### config.mk
export PLATFORM = sky130hd
export DESIGN_NAME = i2rs_target
export DESIGN_NICKNAME = d
export VERILOG_FILES = /design/src/i2rs_sync.v /design/src/i2rs_target.v
export VERILOG_INCLUDE_DIRS = /design/src /design/src/inc
export SDC_FILE = /design/constraint.sdc
export NUM_CORES = 1
export LEC_CHECK = 0
export ABC_AREA = 1
export BUFFER_PORTS_ARGS = -buffer_cell sky130_fd_sc_hd__buf_4
export CORE_UTILIZATION = 51
export DETAILED_ROUTE_END_ITERATION = 8
export HOLD_SLACK_MARGIN = 0.03
export PLACE_DENSITY = 0.75
export RECOVER_POWER = 25
export SYNTH_ARGS = -nofsm -noshare
export SYNTH_HDL_FRONTEND = slang
export SYNTH_SLANG_ARGS = --single-unit
export TNS_END_PERCENT = 10
### constraint.sdc
create_clock -name mclk_i -period 1.7 [get_ports mclk_i]
set_clock_uncertainty 0.15 [all_clocks]
set_input_delay 0.425 -clock mclk_i [delete_from_list [all_inputs] [get_ports mclk_i]]
set_output_delay 0.425 -clock mclk_i [all_outputs]
set_load 0.01 [all_outputs]
### src/inc/i2rs_regs.vh
// Constants for the two-wire register access target
`ifndef I2RS_REGS_VH
`define I2RS_REGS_VH

// Address pointer and register data widths
`define I2RS_PTR_W      16
`define I2RS_DATA_W     8
// Target address width and four selectable base addresses
`define I2RS_TADDR_W    7
`define I2RS_TADDR_0    7'h48
`define I2RS_TADDR_1    7'h49
`define I2RS_TADDR_2    7'h4a
`define I2RS_TADDR_3    7'h4b
// Bit count of one byte, acknowledge slot is the next one
`define I2RS_BYTE_BITS  4'h8
// Fastest serial clock supported, in kHz
`define I2RS_FAST_KHZ   400
`define I2RS_STD_KHZ    100
// Reset value of the address pointer
`define I2RS_PTR_RST    16'h0000

`endif

### src/i2rs_sync.v
// Two-flop synchroniser with edge flags for the serial lines
`timescale 1ns/1ps
module i2rs_sync (
  // Clock and reset
  input  wire mclk_i,
  input  wire nrst_i,
  // Raw pin level
  input  wire pin_i,
  // Synchronised level and edges
  output reg  lvl_o,
  output wire rise_o,
  output wire fall_o
);

  reg meta_q;
  reg prev_q;

  always @(posedge mclk_i) begin
    if (!nrst_i) begin
      meta_q <= 1'b1;
      lvl_o  <= 1'b1;
      prev_q <= 1'b1;
    end else begin
      meta_q <= pin_i;
      lvl_o  <= meta_q;
      prev_q <= lvl_o;
    end
  end

  assign rise_o = lvl_o & ~prev_q;
  assign fall_o = ~lvl_o & prev_q;

endmodule

### src/i2rs_target.v
// Two-wire target port giving an outside controller access to the registers
`timescale 1ns/1ps
`include "i2rs_regs.vh"

module i2rs_target #(
  parameter PTR_W  = `I2RS_PTR_W,
  parameter DATA_W = `I2RS_DATA_W
) (
  // Clock and reset
  input  wire              mclk_i,
  input  wire              nrst_i,
  // Serial pins; clock line is input only
  input  wire              scl_i,
  input  wire              sda_i,
  output wire              sda_o,
  output wire              sda_oe_o,
  // Target address select straps
  input  wire [1:0]        addr_sel_i,
  // Register buffer write port
  output reg               wr_stb_o,
  output reg  [PTR_W-1:0]  wr_addr_o,
  output reg  [DATA_W-1:0] wr_data_o,
  // Register read port, data valid the cycle after the address changes
  output wire [PTR_W-1:0]  rd_addr_o,
  input  wire [DATA_W-1:0] rd_data_i,
  // Update request: buffer to active copy
  input  wire              update_pin_i,
  output reg               update_o,
  // Status
  output wire              busy_o
);

  // Protocol states, one-hot:
  // idle waits for a start and ignores everything else,
  // address byte, pointer high byte, pointer low byte,
  // write data bytes, read data bytes,
  // and the shared ninth-bit slot; nxt_q says where it leads.
  // A start or stop overrides every state in the same cycle,
  // so a cut byte never reaches the pointer or the write port.
  localparam [6:0] ST_IDLE = 7'h01;
  localparam [6:0] ST_ADDR = 7'h02;
  localparam [6:0] ST_PHI  = 7'h04;
  localparam [6:0] ST_PLO  = 7'h08;
  localparam [6:0] ST_WDAT = 7'h10;
  localparam [6:0] ST_RDAT = 7'h20;
  localparam [6:0] ST_ACK  = 7'h40;

  wire scl_s;
  wire scl_rise;
  wire scl_fall;
  wire sda_s;
  wire sda_rise;
  wire sda_fall;
  wire upd_s;

  reg [6:0]        st_q;
  reg [6:0]        nxt_q;
  reg [3:0]        bit_q;
  reg [7:0]        sh_q;
  reg [PTR_W-1:0]  ptr_q;
  reg              drv_q;
  reg              rd_q;
  reg              upd_prev_q;
  reg [6:0]        taddr_q;
  reg [1:0]        sel_meta_q;
  reg [1:0]        sel_sync_q;
  reg [PTR_W-1:0]  ptr_d;

  // only the data line has an output
  i2rs_sync u_scl (
    .mclk_i (mclk_i),
    .nrst_i (nrst_i),
    .pin_i  (scl_i),
    .lvl_o  (scl_s),
    .rise_o (scl_rise),
    .fall_o (scl_fall)
  );

  i2rs_sync u_sda (
    .mclk_i (mclk_i),
    .nrst_i (nrst_i),
    .pin_i  (sda_i),
    .lvl_o  (sda_s),
    .rise_o (sda_rise),
    .fall_o (sda_fall)
  );

  i2rs_sync u_upd (
    .mclk_i (mclk_i),
    .nrst_i (nrst_i),
    .pin_i  (update_pin_i),
    .lvl_o  (upd_s),
    .rise_o (),
    .fall_o ()
  );

  function [6:0] sel_addr;
    input [1:0] sel;
    begin
      case (sel)
        2'h0:    sel_addr = `I2RS_TADDR_0;
        2'h1:    sel_addr = `I2RS_TADDR_1;
        2'h2:    sel_addr = `I2RS_TADDR_2;
        default: sel_addr = `I2RS_TADDR_3;
      endcase
    end
  endfunction

  // Pointer step; wraps at the top so long bursts roll over to zero
  function [PTR_W-1:0] inc_ptr;
    input [PTR_W-1:0] p;
    begin
      inc_ptr = p + {{(PTR_W-1){1'b0}}, 1'b1};
    end
  endfunction

  // True once all eight bits of a byte have been clocked
  function last_bit;
    input [3:0] cnt;
    begin
      last_bit = (cnt == `I2RS_BYTE_BITS);
    end
  endfunction

  // Straps are pins too, so they pass two flops and a registered decode before the compare
  always @(posedge mclk_i) begin
    if (!nrst_i) begin
      sel_meta_q <= 2'h0;
      sel_sync_q <= 2'h0;
      taddr_q    <= 7'h00;
    end else begin
      sel_meta_q <= addr_sel_i;
      sel_sync_q <= sel_meta_q;
      // A strap moved in mid-frame is not guarded against
      taddr_q    <= sel_addr(sel_sync_q);
    end
  end

  // One-cycle update pulse on the pin's rising level.
  // The synchroniser resets high, so the previous level does too;
  // otherwise release of reset would fake an update.
  always @(posedge mclk_i) begin
    if (!nrst_i) begin
      upd_prev_q <= 1'b1;
      update_o   <= 1'b0;
    end else begin
      upd_prev_q <= upd_s;
      update_o   <= upd_s & ~upd_prev_q;
    end
  end

  // sampled at 250 MHz, far above a 400 kHz bus
  wire start_det = sda_fall & scl_s;
  wire stop_det  = sda_rise & scl_s;

  // Framing events win over bit events in the same cycle
  wire in_frame  = ~start_det & ~stop_det;
  wire byte_end  = in_frame & scl_fall & last_bit(bit_q);
  wire wr_go     = byte_end & (st_q == ST_WDAT);

  assign sda_o     = 1'b0;
  assign sda_oe_o  = drv_q;
  assign rd_addr_o = ptr_q;
  assign busy_o    = (st_q != ST_IDLE);

  // Pointer next value; loads come from the two address bytes
  always @* begin
    ptr_d = ptr_q;
    if (byte_end) begin
      case (st_q)
        ST_PHI: begin
          ptr_d[PTR_W-1:8] = sh_q[PTR_W-9:0];
        end
        ST_PLO: begin
          // Loading alone changes no register
          ptr_d[7:0] = sh_q;
        end
        ST_WDAT, ST_RDAT: begin
          ptr_d = inc_ptr(ptr_q);
        end
        default: begin
          ptr_d = ptr_q;
        end
      endcase
    end
  end

  always @(posedge mclk_i) begin
    if (!nrst_i) begin
      ptr_q <= `I2RS_PTR_RST;
    end else begin
      ptr_q <= ptr_d;
    end
  end

  // Buffer write port; address and data stand until the next strobe
  always @(posedge mclk_i) begin
    if (!nrst_i) begin
      wr_stb_o  <= 1'b0;
      wr_addr_o <= `I2RS_PTR_RST;
      wr_data_o <= {DATA_W{1'b0}};
    end else begin
      wr_stb_o <= wr_go;
      if (wr_go) begin
        wr_addr_o <= ptr_q;
        wr_data_o <= sh_q;
      end
    end
  end

  always @(posedge mclk_i) begin
    if (!nrst_i) begin
      st_q       <= ST_IDLE;
      nxt_q      <= ST_IDLE;
      bit_q      <= 4'h0;
      sh_q       <= 8'h00;
      drv_q      <= 1'b0;
      rd_q       <= 1'b0;
    end else begin
      if (start_det) begin
        // Partial byte dropped, repeated start accepted
        st_q  <= ST_ADDR;
        bit_q <= 4'h0;
        drv_q <= 1'b0;
      end else if (stop_det) begin
        st_q  <= ST_IDLE;
        drv_q <= 1'b0;
      end else begin
        case (st_q)
          ST_IDLE: begin
            drv_q <= 1'b0;
          end
          ST_ADDR, ST_PHI, ST_PLO, ST_WDAT: begin
            // Bits taken on rising clock, MSB first
            if (scl_rise) begin
              sh_q  <= {sh_q[6:0], sda_s};
              bit_q <= bit_q + 4'h1;
            end else if (scl_fall && last_bit(bit_q)) begin
              bit_q <= 4'h0;
              st_q  <= ST_ACK;
              drv_q <= 1'b1;
              case (st_q)
                ST_ADDR: begin
                  if (sh_q[7:1] == taddr_q) begin
                    rd_q  <= sh_q[0];
                    nxt_q <= sh_q[0] ? ST_RDAT : ST_PHI;
                  end else begin
                    // Not addressed: no acknowledge, stay idle
                    st_q  <= ST_IDLE;
                    drv_q <= 1'b0;
                  end
                end
                ST_PHI: begin
                  nxt_q <= ST_PLO;
                end
                ST_PLO: begin
                  nxt_q <= ST_WDAT;
                end
                default: begin
                  // Store and pointer step run in their own processes
                  nxt_q <= ST_WDAT;
                end
              endcase
            end
          end
          ST_RDAT: begin
            // Drive the bit on falling clock; released line reads high
            if (scl_fall) begin
              if (last_bit(bit_q)) begin
                bit_q <= 4'h0;
                drv_q <= 1'b0;
                st_q  <= ST_ACK;
                nxt_q <= ST_RDAT;
              end else begin
                drv_q <= ~sh_q[7];
                sh_q  <= {sh_q[6:0], 1'b0};
                bit_q <= bit_q + 4'h1;
              end
            end
          end
          ST_ACK: begin
            if (scl_rise && rd_q && nxt_q == ST_RDAT && sda_s) begin
              // Controller refused the byte: release and idle
              st_q <= ST_IDLE;
            end else if (scl_fall) begin
              drv_q <= 1'b0;
              st_q  <= nxt_q;
              if (nxt_q == ST_RDAT) begin
                // First bit goes out on this same falling edge
                drv_q <= ~rd_data_i[7];
                sh_q  <= {rd_data_i[6:0], 1'b0};
                bit_q <= 4'h1;
              end
            end
          end
          default: begin
            st_q  <= ST_IDLE;
            drv_q <= 1'b0;
          end
        endcase
      end
    end
  end

endmodule

==> results.sh <==
export IMPL_ys_flop_type="dfxtp_1"
export IMPL_synthTopCellsByCount="dfxtp_1, nand2_1, nor2_1"
export IMPL_power_mw=5.858
export IMPL_clockBufferDepth=2
export IMPL_cp_arrival_ns=1.29
export IMPL_num_nets_final=671
export IMPL_setup_tns_ns=-2.092
export IMPL_dpl_cell_area_mm2=0.005011
export IMPL_initial_core_util=0.5236
export IMPL_final_cell_count_no_fill=760
export IMPL_cp_required_ns=1.12
export IMPL_drtIter0Drc=232
export IMPL_grt_pass1_vias=3875
export IMPL_crit_fanout=4
export IMPL_diodes=0
export IMPL_ys_seq_area_frac=0.4178
export IMPL_gr_total_overflow=0
export IMPL_drive_gt1_frac=0.3830
export IMPL_ir_worst_vdd_mv=0.6937
export IMPL_start_kind="flop"
export IMPL_cts_buffers=9
export IMPL_row_count=32
export IMPL_finalHoldViolations=0
export IMPL_ys_async_sr_fraction=0
export IMPL_cts_htree_levels=3
export IMPL_routabilityCongestion=0.9020
export IMPL_cp_num_buf_inv=3
export IMPL_preCtsSetupSlack_ns=-0.1463
export IMPL_io_pins=60
export IMPL_min_path_type="primary input to flop"
export IMPL_syn_inst=529
export IMPL_fin_ws_ns=-0.1625
export IMPL_post_drt_via_cell_ratio=5.275
export IMPL_antenna_found_initial=0
export IMPL_track_usage=0.2794
export IMPL_cellPowerDensity_mw_per_mm2=1052
export IMPL_max_freq_mhz=536.9
export IMPL_crit_type="flop to primary output"
export IMPL_drv_cap=0
export IMPL_period_needed_ns=1.863
export IMPL_dieArea_mm2=0.008252
export IMPL_netlist_area_mm2=0.004025
export IMPL_synthDistinctLibCells=39
export IMPL_synth_fp_nets=547
export IMPL_ys_warn_count=0
export IMPL_clk_pin_slew_ns=0.09
export IMPL_cts_sinks=84
export IMPL_synth_top_area_frac=0.4178
export IMPL_root_buffer="clkbuf_8"
export IMPL_finish_instance_area_mm2=0.005570
export IMPL_core_mm2=0.007687
export IMPL_firstDrtPassIters=4
export IMPL_fin_crit_sh=1.096
export IMPL_die_y_um=90.84
export IMPL_ys_ff_latch=84
export IMPL_path_cells="inv_4 > nand3_4 > inv_2 > nand4_1 > buf_4"
export IMPL_wire_per_inst_um=14.61
export IMPL_crit_path_top_delay_cell="dfxtp_4"
export IMPL_grt_max_degree=59
export IMPL_ant_nets=0
export IMPL_synth_area_top_cells="dfxtp_1, nand2_1, nor2_1"
export IMPL_max_stage_delay_ns=0.37
export IMPL_cts_hold_buf=0
export IMPL_port_buffers=58
export IMPL_placed_cells=733
export IMPL_die_w_um=90.84
export IMPL_place_hpwl_um=7529
export IMPL_routed_wirelength_um=11110
export IMPL_synthToLayoutAreaGrowth_pct=38.39
export IMPL_syn_mean_instance_area_um2=7.609
export IMPL_grt_pass1_wl_um=18290
export IMPL_cp_end_kind="primary output"
export IMPL_synth_most_common_cell="dfxtp_1"
export IMPL_drc=0
export IMPL_status="finished, violations left"
export IMPL_synth_edf_count=0
export IMPL_via_count=4009
export IMPL_worst_skew_pair_late_latency_ns=0.37
export IMPL_yosysTopAreaCell="dfxtp_1"
export IMPL_setup_violations=43
export IMPL_slew_viol_final=0
export IMPL_cts_tree="built"
export IMPL_violations="negative setup slack"
export IMPL_p_leak_nw=2.527
export IMPL_rsz0062_at_grt="true"
export IMPL_cp_top_family="flip-flops"
## timing repair
| action | in CTS | in global routing |
|---|---|---|
| cloned | 1 | 0 |
| pin swaps | 14 | 9 |
| setup buffers | 9 | 1 |
| gates resized for setup | 41 | 42 |
| setup endpoints to repair | 67 | 67 |
## routing by layer
layer | GRT usage | part of all wire | vias to the layer above
li1 | - | - | 1979
met1 | 0.3523 | 0.43 | 1848
met5 | 0 | 0 | -
met2 | 0.4678 | 0.48 | 156
met3 | 0.05892 | 0.068 | 26
met4 | 0.1058 | 0.023 | 0
## cells in the final DEF, fill, tap and decap left out, types with 2 or more instances in the layout
cell	count
nor2_4	19
nand2_1	64
nor3_1	8
a31oi_1	12
clkbuf_8	11
inv_1	46
nand3_1	23
xnor2_1	3
nand3_4	4
or2_2	6
o21ai_0	19
buf_6	5
nand3_2	4
nand2_2	10
ha_1	2
dfxtp_2	10
a21oi_1	25
nor2_1	68
o21ai_1	37
inv_2	8
buf_12	3
buf_4	121
mux2i_1	6
nand2_4	11
bufinv_16	3
a21oi_2	6
o21ai_2	8
inv_4	3
nor2_8	2
xor2_1	8
dfxtp_1	73
nor2_2	10
nand4_1	5
## flip-flops by register name, indices dropped and copies added (netlist names)
name          cells
bit_q             4
nxt_q             5
rd_addr_o        16
rd_q              1
sda_oe_o          1
sel_meta_q        2
sel_sync_q        2
sh_q              8
st_q              7
taddr_q           3
u_scl.lvl_o       1
u_scl.meta_q      1
u_scl.prev_q      1
u_sda.lvl_o       1
u_sda.meta_q      1
u_sda.prev_q      1
u_upd.lvl_o       1
u_upd.meta_q      1
upd_prev_q        1
update_o          1
wr_addr_o        16
wr_data_o         8
wr_stb_o          1
## report_power, final
group,leakage (nW),internal [mW],switching (mW)
Combinational,1.71,0.742,1.04
Clock,0.126,1.06,0.764
Sequential,0.687,2.13,0.126
## worst register-to-register path, delay by kind of cell, from the launching register on
family	cells	cell delay, ns
AND/OR/NAND/NOR	6	0.76
flip-flops	1	0.36
AO/OA/AOI/OAI	2	0.29
buffers and inverters	1	0.15
## final cells by class
class / instances / area (um2)
inverter: 57 / 221.5
multi-input combinational: 371 / 2237
clock inverter: 5 / 106.4
timing repair buffer: 130 / 1028
tap: 102 / 127.6
fill: 604 / 2117
clock buffer: 11 / 151.4
sequential: 84 / 1698
## cells by family after synthesis
kind of cell,share of synthesized area
and+or+nand+nor,0.3034
AOI/OAI and AO/OA,0.1511
DFF,0.4178
buffers and inverters,0.07864
xor gates and xnor gates,0.02394
muxes,0.01492
adders and majority gates,0.009326
other,0.0009317
## path summary, 6_finish.rpt
kind                         start                  endpoint  slack (ns)  cells past startpoint
min                  addr_sel_i[1]  sel_meta_q[1]$_SDFF_PN0_        0.08                      3
min reg2reg  upd_prev_q$_SDFF_PN1_       update_o$_SDFF_PN0_        0.25                      1
max reg2reg   st_q[2]$_SDFFE_PP0P_     bit_q[0]$_SDFFE_PP0P_       -0.11                      9
max           st_q[5]$_SDFFE_PP0P_                    busy_o       -0.16                      5
## through the flow
step	hold slack (ns)	utilization
2_1_floorplan	0.2243	-
3_3_place_gp	0.2400	0.6519
3_5_place_dp	0.2443	0.6519
4_1_cts	0.08504	0.7103
5_1_grt	0.08934	0.7246
6_report	0.08480	0.7246
No activity file was read; power rests on OpenSTA's default activity.
